[config.mk]
export PLATFORM = sky130hd
export DESIGN_NAME = bsw_status
export DESIGN_NICKNAME = d
export VERILOG_FILES = /design/src/hdl/bsw_pkg.sv /design/src/hdl/bsw_status.sv
export VERILOG_INCLUDE_DIRS = /design/src /design/src/hdl
export SDC_FILE = /design/constraint.sdc
export NUM_CORES = 1
export LEC_CHECK = 0
export BUFFER_PORTS_ARGS = -buffer_cell sky130_fd_sc_hd__buf_2
export CAP_MARGIN = 20
export CELL_PAD_IN_SITES_DETAIL_PLACEMENT = 0
export CELL_PAD_IN_SITES_GLOBAL_PLACEMENT = 2
export CORE_ASPECT_RATIO = 0.7
export CORE_MARGIN = 3
export CORE_UTILIZATION = 25
export DETAILED_ROUTE_END_ITERATION = 16
export GPL_TIMING_DRIVEN = 1
export PLACE_DENSITY = 0.88
export SLEW_MARGIN = 20
export SYNTH_ARGS = -nofsm -noshare
export SYNTH_HDL_FRONTEND = slang
export SYNTH_SLANG_ARGS = --single-unit
[constraint.sdc]
create_clock -name clock_i -period 2.7 [get_ports clock_i]
set_input_delay 0.405 -clock clock_i [delete_from_list [all_inputs] [get_ports clock_i]]
set_output_delay 0.405 -clock clock_i [all_outputs]
set_load 0.02 [all_outputs]
[src/hdl/bsw_regs.svh]
// Purpose: Constants for the battery status word logic.
// Assumes: Command codes are eight bits wide.
// Notes:   Cycle counts derive from the clock rate.
`ifndef BSW_REGS_SVH
`define BSW_REGS_SVH
`define BSW_CMD_CHG_VOLT    8'h15
`define BSW_CMD_STATUS      8'h16
`define BSW_CMD_DEF_LAST    8'h23
`define BSW_CMD_RSVD_LO     8'h1D
`define BSW_CMD_RSVD_HI     8'h1F
`define BSW_CMD_MFR_FIRST   8'h24
`define BSW_BIT_OVC         15
`define BSW_BIT_CHG_STOP    14
`define BSW_BIT_RSVD_HI     13
`define BSW_BIT_OVER_TEMP   12
`define BSW_BIT_DSG_STOP    11
`define BSW_BIT_RSVD_LO     10
`define BSW_BIT_LOW_CAP     9
`define BSW_BIT_LOW_TIME    8
`define BSW_BIT_CFG_VALID   7
`define BSW_BIT_NOT_CHG     6
`define BSW_BIT_FULL        5
`define BSW_BIT_EMPTY       4
`define BSW_ERR_MSB         2
`define BSW_ERR_ALL_ONES    3'h7
`define BSW_EE_FILTER_ADDR  8'h52
`define BSW_EE_FULL_CLR     8'h4B
`define BSW_FILTER_MULT     12'h00A
`define BSW_EMPTY_CLR_PCT   8'h14
`define BSW_VOLT_MAX_MV     16'hF010
`define BSW_VOLT_CUR_SRC    16'hFFFF
`define BSW_WORD_BYTES      6'h02
`define BSW_CLK_HZ          40000000
`define BSW_SEC_TIME_S      1
`define BSW_SEC_CYCLES      (`BSW_CLK_HZ * `BSW_SEC_TIME_S)
`define BSW_STATUS_RST      16'h0040
`endif

[src/hdl/bsw_pkg.sv]
// Purpose: Types shared by the battery status word logic.
// Assumes: Nothing beyond the constants header.
// Notes:   Structs group the inputs by their source.
package bsw_pkg;
  typedef enum logic [2:0] {
    OK_CODE, BUSY_CODE, RESERVED_CODE, UNIMPLEMENTED_CODE,
    WRITE_REFUSED_CODE, OVERFLOW_CODE, WRONG_BLOCK_SIZE_CODE, UNKNOWN_CODE
  } bsw_err_type;
  typedef struct packed {
    logic       valid;
    logic       write;
    logic [7:0] code;
    logic [5:0] size;
    logic       busy;
    logic       unsupported;
    logic       overflow;
    logic       unknown;
  } bsw_cmd_type;
  typedef struct packed {
    logic [15:0] pack_mv;
    logic [15:0] final_end_threshold;
    logic [15:0] second_end_threshold;
    logic        cell_undervoltage_flag;
    logic [15:0] temperature;
    logic [15:0] max_temperature_limit;
  } bsw_volt_type;
  typedef struct packed {
    logic [15:0] rem_cap_mah;
    logic [15:0] rem_cap_cwh;
    logic [15:0] cap_alarm;
    logic [15:0] tte_cur;
    logic [15:0] tte_pwr;
    logic [15:0] avg_tte_cur;
    logic [15:0] avg_tte_pwr;
    logic [15:0] time_alarm;
  } bsw_cap_type;
  typedef struct packed {
    logic charging;
    logic discharging;
    logic over_limit;
    logic param_bad;
    logic primary_term;
    logic ee_load_ok;
    logic ee_load_bad;
  } bsw_chg_type;
endpackage

[src/hdl/bsw_status.sv]
// Purpose: Charging voltage request and status word for a smart battery.
// Assumes: A bus engine hands over one command per transaction end.
// Notes:   Reads answer one cycle after the command pulse.
`include "bsw_regs.svh"

module bsw_status #(
  parameter int unsigned SEC_CYCLES = `BSW_SEC_CYCLES
) (
  input  wire logic                 clock_i,
  input  wire logic                 sys_rst_i,
  input  wire logic                 ce_i,
  input  wire bsw_pkg::bsw_cmd_type cmd_i,
  input  wire bsw_pkg::bsw_volt_type volt_i,
  input  wire bsw_pkg::bsw_cap_type cap_i,
  input  wire bsw_pkg::bsw_chg_type chg_i,
  input  wire logic                 capacity_mode_i,
  input  wire logic [15:0]          chg_volt_req_i,
  input  wire logic [7:0]           rel_soc_i,
  input  wire logic [7:0]           full_clr_pct_i,
  input  wire logic [7:0]           filter_byte_i,
  input  wire logic                 alarm_send_i,
  output logic      [15:0]          rd_data_o,
  output logic                      rd_valid_o,
  output logic      [15:0]          alarm_word_o,
  output logic                      alarm_valid_o,
  output logic      [15:0]          status_word_o,
  output logic      [15:0]          chg_volt_o
);
  import bsw_pkg::*;

  // Set wins over clear so a fresh event is never lost.
  function automatic logic upd(input logic cur, input logic set, input logic clr);
    upd = set ? 1'b1 : (clr ? 1'b0 : cur);
  endfunction

  function automatic bsw_err_type classify(input bsw_cmd_type c);
    logic own;
    logic rsvd;
    own  = (c.code == `BSW_CMD_CHG_VOLT) || (c.code == `BSW_CMD_STATUS);
    rsvd = ((c.code >= `BSW_CMD_RSVD_LO) && (c.code <= `BSW_CMD_RSVD_HI))
           || (c.code >= `BSW_CMD_MFR_FIRST);
    if (c.busy)
      classify = BUSY_CODE;
    else if (rsvd && c.unsupported)
      classify = RESERVED_CODE;
    else if (c.unsupported)
      classify = UNIMPLEMENTED_CODE;
    else if (c.write && own)
      classify = WRITE_REFUSED_CODE;
    else if (c.write && (c.size != `BSW_WORD_BYTES))
      classify = WRONG_BLOCK_SIZE_CODE;
    else if (c.overflow)
      classify = OVERFLOW_CODE;
    else if (c.unknown)
      classify = UNKNOWN_CODE;
    else
      classify = OK_CODE;
  endfunction

  localparam logic [31:0] SEC_LAST = 32'(SEC_CYCLES - 1);

  logic        ovc_ff;
  logic        chg_stop_ff;
  logic        over_temp_ff;
  logic        dsg_stop_ff;
  logic        low_cap_ff;
  logic        low_time_ff;
  logic        cfg_valid_ff;
  logic        not_chg_ff;
  logic        full_ff;
  logic        empty_ff;
  bsw_err_type err_ff;
  logic [31:0] presc_ff;
  logic [11:0] idle_sec_ff;
  logic [15:0] rd_data_ff;
  logic        rd_valid_ff;
  logic [15:0] alarm_word_ff;
  logic        alarm_valid_ff;
  logic [15:0] status_ff;
  logic [15:0] chg_volt_ff;

  // Capacity comparisons pick the unit set by the mode bit.
  wire  [15:0] rem_cap  = capacity_mode_i ? cap_i.rem_cap_cwh : cap_i.rem_cap_mah;
  wire  [15:0] tte      = capacity_mode_i ? cap_i.tte_pwr : cap_i.tte_cur;
  wire  [15:0] avg_tte  = capacity_mode_i ? cap_i.avg_tte_pwr : cap_i.avg_tte_cur;

  wire         active   = chg_i.charging || chg_i.discharging;
  wire  [11:0] idle_lim = 12'(filter_byte_i) * `BSW_FILTER_MULT;
  wire         idle_out = !active && (idle_sec_ff >= idle_lim);
  wire         sec_tick = (presc_ff == SEC_LAST);

  wire         ovc_set  = chg_i.charging && chg_i.over_limit;
  wire         ovc_clr  = chg_i.discharging || idle_out;
  wire         cs_cond  = chg_i.param_bad || chg_i.primary_term;
  wire         cs_clr   = !cs_cond || !chg_i.charging;
  wire         ot_set   = volt_i.temperature > volt_i.max_temperature_limit;
  wire         ds_set   = (volt_i.pack_mv < volt_i.final_end_threshold)
                          || volt_i.cell_undervoltage_flag;
  wire         ds_clr   = (volt_i.pack_mv > volt_i.final_end_threshold)
                          || !volt_i.cell_undervoltage_flag;
  wire         lc_set   = rem_cap < cap_i.cap_alarm;
  wire         lc_clr   = (cap_i.cap_alarm < rem_cap) || chg_i.charging;
  wire         lt_set   = tte < cap_i.time_alarm;
  wire         lt_clr   = (cap_i.time_alarm < avg_tte) || chg_i.charging;
  wire         full_set = chg_i.primary_term || ovc_set;
  wire         full_clr = rel_soc_i <= full_clr_pct_i;
  wire         emp_set  = volt_i.pack_mv < volt_i.second_end_threshold;
  wire         emp_clr  = rel_soc_i >= `BSW_EMPTY_CLR_PCT;

  wire         nxt_ovc       = upd(ovc_ff, ovc_set, ovc_clr);
  wire         nxt_chg_stop  = upd(chg_stop_ff, cs_cond, cs_clr);
  wire         nxt_over_temp = upd(over_temp_ff, ot_set, !ot_set);
  wire         nxt_dsg_stop  = upd(dsg_stop_ff, ds_set, ds_clr);
  wire         nxt_low_cap   = upd(low_cap_ff, lc_set, lc_clr);
  wire         nxt_low_time  = upd(low_time_ff, lt_set, lt_clr);
  wire         nxt_cfg_valid = upd(cfg_valid_ff, chg_i.ee_load_ok, chg_i.ee_load_bad);
  wire         nxt_not_chg   = upd(not_chg_ff, !chg_i.charging, chg_i.charging);
  wire         nxt_full      = upd(full_ff, full_set, full_clr);
  wire         nxt_empty     = upd(empty_ff, emp_set, emp_clr);

  // The word is rebuilt every cycle; reserved masks always read zero.
  logic [15:0] nxt_status;
  always_comb begin
    nxt_status                     = 16'h0000;
    nxt_status[`BSW_BIT_OVC]       = ovc_ff;
    nxt_status[`BSW_BIT_CHG_STOP]  = chg_stop_ff;
    nxt_status[`BSW_BIT_OVER_TEMP] = over_temp_ff;
    nxt_status[`BSW_BIT_DSG_STOP]  = dsg_stop_ff;
    nxt_status[`BSW_BIT_LOW_CAP]   = low_cap_ff;
    nxt_status[`BSW_BIT_LOW_TIME]  = low_time_ff;
    nxt_status[`BSW_BIT_CFG_VALID] = cfg_valid_ff;
    nxt_status[`BSW_BIT_NOT_CHG]   = not_chg_ff;
    nxt_status[`BSW_BIT_FULL]      = full_ff;
    nxt_status[`BSW_BIT_EMPTY]     = empty_ff;
    nxt_status[`BSW_ERR_MSB:0]     = err_ff;
  end

  // Out-of-range requests are clamped, but the special code survives.
  wire         volt_hi      = chg_volt_req_i > `BSW_VOLT_MAX_MV;
  wire         volt_special = chg_volt_req_i == `BSW_VOLT_CUR_SRC;
  wire  [15:0] nxt_chg_volt = (volt_hi && !volt_special) ? `BSW_VOLT_MAX_MV
                                                         : chg_volt_req_i;

  wire         rd_req      = cmd_i.valid && !cmd_i.write && !cmd_i.busy;
  wire         rd_volt     = rd_req && (cmd_i.code == `BSW_CMD_CHG_VOLT);
  wire         rd_stat     = rd_req && (cmd_i.code == `BSW_CMD_STATUS);
  wire  [15:0] nxt_rd_data = rd_volt ? chg_volt_ff : (rd_stat ? status_ff : rd_data_ff);
  wire         nxt_rd_val  = rd_volt || rd_stat;
  wire  [15:0] alarm_image = {status_ff[15:3], `BSW_ERR_ALL_ONES};
  wire  [15:0] nxt_alarm   = alarm_send_i ? alarm_image : alarm_word_ff;
  bsw_err_type nxt_err;
  assign nxt_err = cmd_i.valid ? classify(cmd_i) : err_ff;

  wire  [31:0] nxt_presc    = sec_tick ? 32'h0000_0000 : presc_ff + 32'h0000_0001;
  wire         idle_hold    = idle_sec_ff == 12'hFFF;
  wire  [11:0] nxt_idle_sec = active ? 12'h000
                              : ((sec_tick && !idle_hold) ? idle_sec_ff + 12'h001
                                                          : idle_sec_ff);

  // One short process per flag keeps each reset value next to its update.
  always_ff @(posedge clock_i) begin
    if (sys_rst_i) begin
      ovc_ff <= 1'b0;
    end else if (ce_i) begin
      ovc_ff <= nxt_ovc;
    end
  end

  always_ff @(posedge clock_i) begin
    if (sys_rst_i) begin
      chg_stop_ff <= 1'b0;
    end else if (ce_i) begin
      chg_stop_ff <= nxt_chg_stop;
    end
  end

  always_ff @(posedge clock_i) begin
    if (sys_rst_i) begin
      over_temp_ff <= 1'b0;
    end else if (ce_i) begin
      over_temp_ff <= nxt_over_temp;
    end
  end

  always_ff @(posedge clock_i) begin
    if (sys_rst_i) begin
      dsg_stop_ff <= 1'b0;
    end else if (ce_i) begin
      dsg_stop_ff <= nxt_dsg_stop;
    end
  end

  always_ff @(posedge clock_i) begin
    if (sys_rst_i) begin
      low_cap_ff <= 1'b0;
    end else if (ce_i) begin
      low_cap_ff <= nxt_low_cap;
    end
  end

  always_ff @(posedge clock_i) begin
    if (sys_rst_i) begin
      low_time_ff <= 1'b0;
    end else if (ce_i) begin
      low_time_ff <= nxt_low_time;
    end
  end

  always_ff @(posedge clock_i) begin
    if (sys_rst_i) begin
      cfg_valid_ff <= 1'b0;
    end else if (ce_i) begin
      cfg_valid_ff <= nxt_cfg_valid;
    end
  end

  // Nothing is charging out of reset, so the not-charging flag starts set.
  always_ff @(posedge clock_i) begin
    if (sys_rst_i) begin
      not_chg_ff <= 1'b1;
    end else if (ce_i) begin
      not_chg_ff <= nxt_not_chg;
    end
  end

  always_ff @(posedge clock_i) begin
    if (sys_rst_i) begin
      full_ff <= 1'b0;
    end else if (ce_i) begin
      full_ff <= nxt_full;
    end
  end

  always_ff @(posedge clock_i) begin
    if (sys_rst_i) begin
      empty_ff <= 1'b0;
    end else if (ce_i) begin
      empty_ff <= nxt_empty;
    end
  end

  always_ff @(posedge clock_i) begin
    if (sys_rst_i) begin
      err_ff <= OK_CODE;
    end else if (ce_i) begin
      err_ff <= nxt_err;
    end
  end

  always_ff @(posedge clock_i) begin
    if (sys_rst_i) begin
      presc_ff <= 32'h0000_0000;
    end else if (ce_i) begin
      presc_ff <= nxt_presc;
    end
  end

  always_ff @(posedge clock_i) begin
    if (sys_rst_i) begin
      idle_sec_ff <= 12'h000;
    end else if (ce_i) begin
      idle_sec_ff <= nxt_idle_sec;
    end
  end

  always_ff @(posedge clock_i) begin
    if (sys_rst_i) begin
      rd_data_ff     <= 16'h0000;
      rd_valid_ff    <= 1'b0;
      alarm_word_ff  <= 16'h0000;
      alarm_valid_ff <= 1'b0;
      status_ff      <= `BSW_STATUS_RST;
      chg_volt_ff    <= 16'h0000;
    end else if (ce_i) begin
      rd_data_ff     <= nxt_rd_data;
      rd_valid_ff    <= nxt_rd_val;
      alarm_word_ff  <= nxt_alarm;
      alarm_valid_ff <= alarm_send_i;
      status_ff      <= nxt_status;
      chg_volt_ff    <= nxt_chg_volt;
    end
  end

  assign rd_data_o     = rd_data_ff;
  assign rd_valid_o    = rd_valid_ff;
  assign alarm_word_o  = alarm_word_ff;
  assign alarm_valid_o = alarm_valid_ff;
  assign status_word_o = status_ff;
  assign chg_volt_o    = chg_volt_ff;
endmodule // bsw_status

==> results of run 1 <==
-- critical path, cell delays in order --
cell      delay [ps]
buf_2            120
ha_4             230
ha_2             180
fa_2             340
a21o_1           170
a21oi_2          160
o21bai_1         100
a21oi_2          160
xor2_1           170
ha_1             260
a21o_1           160
a21oi_1          120
o21ai_1           80
a311oi_1         270
-- layout make-up --
class | count | share of cell area [%]
Sequential cell | 115 | 20.0
Clock buffer | 20 | 3.96
Multi-Input combinational cell | 766 | 50.0
Tap cell | 464 | 5.03
Timing Repair Buffer | 364 | 16.6
Inverter | 101 | 3.29
Clock inverter | 9 | 1.14
-- through the flow --
stage	hold WS [ps]	power, mW	setup WS [ps]	TNS [ps]
floorplan	432	2.41	-12.0	-12.0
global placement	439	2.86	-268	-268
detailed placement	446	2.88	-267	-267
CTS	240	5.20	117	0
global route	250	5.41	-12.2	-12.2
finish	259	5.14	89.3	0
-- kinds of logic after synthesis --
kind of cell | count (synthesis) | share of synthesized area, %
flops | 115 | 26.8
buf+inv | 143 | 6.79
simple gates | 309 | 18.5
fa+ha+maj | 127 | 18.6
other cells | 1 | 0.0436
mux | 95 | 11.3
xor+xnor | 31 | 3.16
compound gates | 198 | 14.9
-- power groups by stage --
stage | Clock (mW) | Combinational (mW) | Sequential, mW
floorplan | 0 | 0.573 | 1.84
global placement | 0 | 1.04 | 1.82
detailed placement | 0 | 1.06 | 1.82
CTS | 2.35 | 1.07 | 1.79
global route | 2.42 | 1.21 | 1.79
finish | 2.29 | 1.06 | 1.79
-- cells in the mapped netlist, drive strengths merged (3+ instances only) --
cell type,n
xnor2,20
a211oi,27
mux2,16
nor2,102
or3,12
inv,101
nand3,22
o21a,6
mux2i,79
dfxtp,115
and4,12
xor2,11
o21ai,36
buf,22
nand3b,3
nor2b,6
or4b,3
nor3,13
ha,126
a31oi,3
clkbuf,20
a2111oi,5
nor4b,4
a21o,14
a21oi,64
and2,5
o41ai,3
nand2,60
nand2b,8
nor4,12
and3,4
or4,10
o211ai,7
nand4,30
o31ai,9
-- final timing paths --
kind | from | endpoint | slack [ps] | cells past startpoint
setup / recovery | filter_byte_i[1] | ovc_ff | 90 | 14
hold / removal | chg_i[1] | cfg_valid_ff | 260 | 3
setup reg to reg | presc_ff[0] | presc_ff[20] | 370 | 7
hold reg to reg | alarm_word_o[4] | alarm_word_o[4] | 450 | 2
-- sequential cells by signal, summed over array words and instances, names as in the netlist, 3 cells and up --
| register | count |
|---|---|
| alarm_word_o | 11 |
| chg_volt_o | 16 |
| err_ff | 3 |
| idle_sec_ff | 12 |
| presc_ff | 32 |
| rd_data_o | 16 |
| status_word_o | 13 |
-- per-layer routing --
layer / routed length [um] / GRT usage, % / up-vias / share of wire, %
met4: 170 / 2.31 / 4 / 0.58
li1: - / - / 4375 / -
met5: 34 / 0 / - / 0.12
met3: 1610 / 3.71 / 17 / 5.5
met2: 13400 / 25.5 / 210 / 46
met1: 14100 / 21.3 / 3859 / 48
-- repair_timing --
action / 4_1_cts / 5_1_grt
setup buffers: 0 / 3
endpoints found under the setup margin: 0 / 1
resized for setup: 0 / 2
==> key figures, run 1 <==
Global routing
  • First-pass GRT wire length: 45,200 um
  • GRT overflow: 0
  • Largest net degree at the start of global routing: 45
  • Vias in the first global route: 8,309
  • All-Layer GR Usage: 15.6%
  • Initial antenna violation count: 2

Synth
  • Top_reg_cell synth: dfxtp_1
  • Cell area after synthesis: 8600 um2
  • Largest area contributor in the synthesized netlist: dfxtp_1
  • Synth top area share: 26.8%
  • Synth cell types: 64
  • Sequential-to-total area share from yosys stat: 26.8%
  • Synthesis warning total: 0
  • Post-synth EDFFs: 0
  • Mean area per synthesized cell: 8.44 um2
  • #FFs+latches synth: 115
  • Synthesized instance count: 1,019
  • Synth top area cells: dfxtp_1, ha_1, mux2i_1
  • Async set-reset flop share out of synthesis: 0%

Placed design
  • HPWL Detailed: 24,500 um
  • Dpl cell area: 10,900 um2
  • Cell count after placement: 1,807
  • Final GP Congestion: 0.843
  • Number of I/O port buffers: 340

Critical path
  • Crit Path Max Fanout: 2
  • Critical Path AT: 2920 ps
  • Critical path capture point type: flop
  • Nature of the critical path startpoint: primary input
  • WP data required: 3010 ps
  • WS Path Type: in -> reg

Timing
  • Final Cycle Share: 96.7%
  • Post-route minimum period: 2610 ps
  • Setup Skew: 11.3 ps
  • Final setup violation count: 0
  • Slew margin rel.: 63.4%
  • Worst-margin pin slew: 545 ps
  • FMAX: 383 MHz
  • Final Hold Viols: 0
  • Slew Limit Fails: 0

Pwr
  • Sw Share: 27.4%
  • Sequential Power Share: 34.7%
  • Comb power frac: 20.7%
  • Leakage: 5.63 nW
  • Psw: 1.41 mW
  • IR drop worst, VDD: 0.434 mV
  • Internal power: 3.73 mW
  • P per Cell Area: 446 nW/um2
  • Clk pwr share: 44.6%

Final layout
  • Commonest non-fill, non-tap cell in the layout: buf_2
  • Fin area: 11,500 um2
  • Post-layout util: 34.2%
  • Final Non-Filler Cells: 1,839
  • Most frequent cells in the layout: buf_2, ha_1, dfxtp_1
  • Fraction of layout cells with a size suffix above 1: 30.8%
  • ANT cells: 0
  • Final #Nets: 1,773
  • Area grow syn2layout: 34.1%
  • Multi-input logic area: 5770 um2
  • Seq. cell area: 2300 um2
  • Fill count: 3,565

Min path
  • Hold crit path type: in -> reg

Drt
  • WL final: 29,300 um
  • DRT antenna net count: 0
  • DR WL/cell: 15.9 um
  • Vias/cell: 4.60
  • Drt drc: 0
  • First-pass iteration count of the detailed router: 6
  • Detailed router's first-iteration violation count: 373
  • Via count: 8,465

Clocking
  • Clk Latency, worst-skew pair: 410 ps
  • Clk sink count: 115
  • H-tree Lvls: 4
  • CTS tree: yes
  • CTS root buffer: clkbuf_16
  • Clock Pin Slew Worst Setup and Hold Paths: 60 ps
  • Hold-fix buffers, CTS: 0
  • Total CTS buffers: 17
  • CTS max path bufs: 2

Die
  • Die W: 228 um
  • Starting Density: 25.5%
  • I/O pin count: 347
  • Rows: 56
  • Die area: 36,700 um2
  • Core box area: 33,700 um2
  • Die H: 161 um

Status
  • Status: completed

Flow run
  • # Max-Cap Violations: 0
(Power assumes the default switching activity.)
==> run 2, diff against run 1 <==
--- a/config.mk
+++ b/config.mk
@@ -8,14 +8,15 @@
 export LEC_CHECK = 0
 export BUFFER_PORTS_ARGS = -buffer_cell sky130_fd_sc_hd__buf_2
 export CAP_MARGIN = 20
-export CELL_PAD_IN_SITES_DETAIL_PLACEMENT = 0
-export CELL_PAD_IN_SITES_GLOBAL_PLACEMENT = 2
+export CELL_PAD_IN_SITES_DETAIL_PLACEMENT = 1
+export CELL_PAD_IN_SITES_GLOBAL_PLACEMENT = 1
 export CORE_ASPECT_RATIO = 0.7
 export CORE_MARGIN = 3
-export CORE_UTILIZATION = 25
+export CORE_UTILIZATION = 30
+export CTS_BUF_LIST = sky130_fd_sc_hd__clkbuf_4
 export DETAILED_ROUTE_END_ITERATION = 16
 export GPL_TIMING_DRIVEN = 1
-export PLACE_DENSITY = 0.88
+export PLACE_DENSITY = 0.84
 export SLEW_MARGIN = 20
 export SYNTH_ARGS = -nofsm -noshare
 export SYNTH_HDL_FRONTEND = slang
==> run 2 against run 1 <==
Combinational power about the same. Critical endpoint unchanged. Utilization increased by 5.3 points. Largest cell class unchanged. Critical path depth decreased by 2. Die area decreased by 16%. Via count increased by 4.8%. Hold slack got worse by 140 ps. Flip-flop and latch count unchanged. Critical path type unchanged.
==> key figures, run 2 (synthesis results as in run 1) <==
Status
  • Status: completed

Die
  • Die W: 208 um
  • Die area: 30,800 um2
  • Die H: 148 um
  • Starting Density: 30.7%
  • I/O pin count: 347
  • Rows: 51
  • Core box area: 28,000 um2

Final layout
  • Fraction of layout cells with a size suffix above 1: 30.8%
  • Fin area: 11,100 um2
  • Max FFs per register: 32
  • Final #Nets: 1,770
  • Commonest non-fill, non-tap cell in the layout: buf_2
  • Most flops, register: presc_ff
  • Most frequent cells in the layout: buf_2, ha_1, dfxtp_1
  • Area grow syn2layout: 28.9%

Critical path
  • Critical Path AT: 3000 ps
  • Critical path capture point type: flop
  • WP data required: 3140 ps
  • Worst reg2reg endpoint: idle_sec_ff[6]
  • Critical Path Start: filter_byte_i[2]
  • WS Path Type: in -> reg
  • Crit Path Max Fanout: 3
  • Reg2Reg Depth: 6
  • R2R Path Start: presc_ff[0]
  • Worst Setup EP: ovc_ff
  • Nature of the critical path startpoint: primary input
  • Register-to-register setup slack: 420 ps

Clocking
  • Clk Latency, worst-skew pair: 560 ps
  • CTS tree: yes
  • Clk sink count: 115
  • CTS root buffer: clkbuf_4
  • H-tree Lvls: 4
  • CTS max path bufs: 2
  • Total CTS buffers: 17
  • Clock Pin Slew Worst Setup and Hold Paths: 140 ps

Min path
  • Hold wc startpoint: chg_volt_req_i[1]
  • Hold crit path type: in -> reg

Global routing
  • Largest net degree at the start of global routing: 71
  • GRT overflow: 0
  • First-pass GRT wire length: 49,500 um
  • Met1 GRT Util: 24.7%
  • M2 GR Usage: 34.6%
  • Met3 usage: 5.05%
  • All-Layer GR Usage: 19.9%
  • GRT busiest layer: met2
  • Initial antenna violation count: 3
  • Vias in the first global route: 9,475

Pwr
  • Psw: 1.42 mW
  • IR drop worst, VDD: 0.258 mV
  • P per Cell Area: 375 nW/um2
  • Comb power frac: 26.3%
  • Internal power: 2.73 mW
  • Clk pwr share: 30.8%
  • Sequential Power Share: 42.9%
  • Leakage: 5.48 nW
  • Sw Share: 34.2%

Drt
  • Via count: 8,875
  • First-pass iteration count of the detailed router: 4
  • DR WL/cell: 18.1 um
  • Detailed router's first-iteration violation count: 410
  • Vias/cell: 5.08
  • WL final: 31,700 um
  • Drt drc: 0
  • DRT antenna net count: 0

Timing
  • Slew Limit Fails: 0
  • Final setup violation count: 0
  • Final Cycle Share: 94.8%
  • Final Hold Viols: 0
  • Final Hold Slack: 116 ps
  • Setup Skew: 31.1 ps
  • Post-route minimum period: 2560 ps
  • Slew margin rel.: 54.8%
  • Worst-margin pin slew: 677 ps
  • FMAX: 391 MHz

Flow run
  • # Max-Cap Violations: 0

Placed design
  • Number of I/O port buffers: 340
  • Dpl cell area: 10,800 um2
  • HPWL Detailed: 26,400 um
  • Final GP Congestion: 0.875
## run 2: changes by cell type in the layout (fill, tap and decap cells not counted)
cell        delta
a21oi_1        +1
a21oi_2        -1
buf_4          -3
bufinv_16      -2
clkbuf_1       -1
clkbuf_16     -17
clkbuf_4      +17
clkbuf_8       -2
clkinv_2       -1
clkinv_4       +4
clkinvlp_4     -1
diode_2        +2
inv_6          +5
inv_8          +1
## run 2: area by class of cell
type / instances / area [um2]
sequential: 115 / 2300
antenna: 2 / 5.00
clock buffer: 17 / 128
fill: 3475 / 16900
inverter: 101 / 379
tap: 371 / 464
timing repair buffer: 361 / 1900
clock inverter: 15 / 149
multi-input combinational: 766 / 5760
## run 2: worst min-delay path by stage
stage / to / slack [ps] / cells past startpoint
after detailed placement: alarm_word_o[14] / 450 / 2
after CTS: chg_volt_o[12] / 60 / 3
after global routing: chg_volt_o[13] / 40 / 3
after floorplan: err_ff[2] / 430 / 2
after global placement: alarm_word_o[9] / 440 / 2
final: chg_volt_o[1] / 120 / 3
## run 2: through the flow
step                total power, mW  util, %  TNS (ps)  std cells  worst slack (ps)
floorplan                      2.41        -     -12.0       1024             -12.0
global placement               2.84     38.5      -247       1712              -247
detailed placement             2.91     38.5      -362       1712              -362
CTS                            4.20     39.5         0       1744               188
global route                   4.44     39.6     -10.0       1748             -10.0
finish                         4.15     39.6         0       1748               139
## run 2: power by group through the flow
stage               Clock [mW]  Combinational (mW)  Sequential [mW]
floorplan                    0               0.573             1.84
global placement             0                1.02             1.82
detailed placement           0                1.09             1.82
CTS                       1.33                1.09             1.78
global route              1.42                1.23             1.79
finish                    1.28                1.09             1.78
## run 2: critical path: stages
cell      delay [ps]
buf_2            110
ha_1             330
buf_4            150
ha_1             280
a21o_1           170
a21oi_1          250
buf_4            160
xnor2_1          130
ha_1             290
a211oi_1         320
a211oi_1         120
a311oi_1         270
## run 2: per-layer routing
layer / routed length, um / share of wire (%) / up-vias
met4: 610 / 1.9 / 4
met1: 13800 / 44 / 4211
li1: - / - / 4366
met2: 15400 / 49 / 245
met5: 22 / 0.069 / -
met3: 1790 / 5.6 / 49
## run 2: repair_timing
item | in CTS | in global routing
setup endpoints to repair | 0 | 1
hold buffers | 0 | 0
setup buffers | 0 | 2
resized for setup | 0 | 1
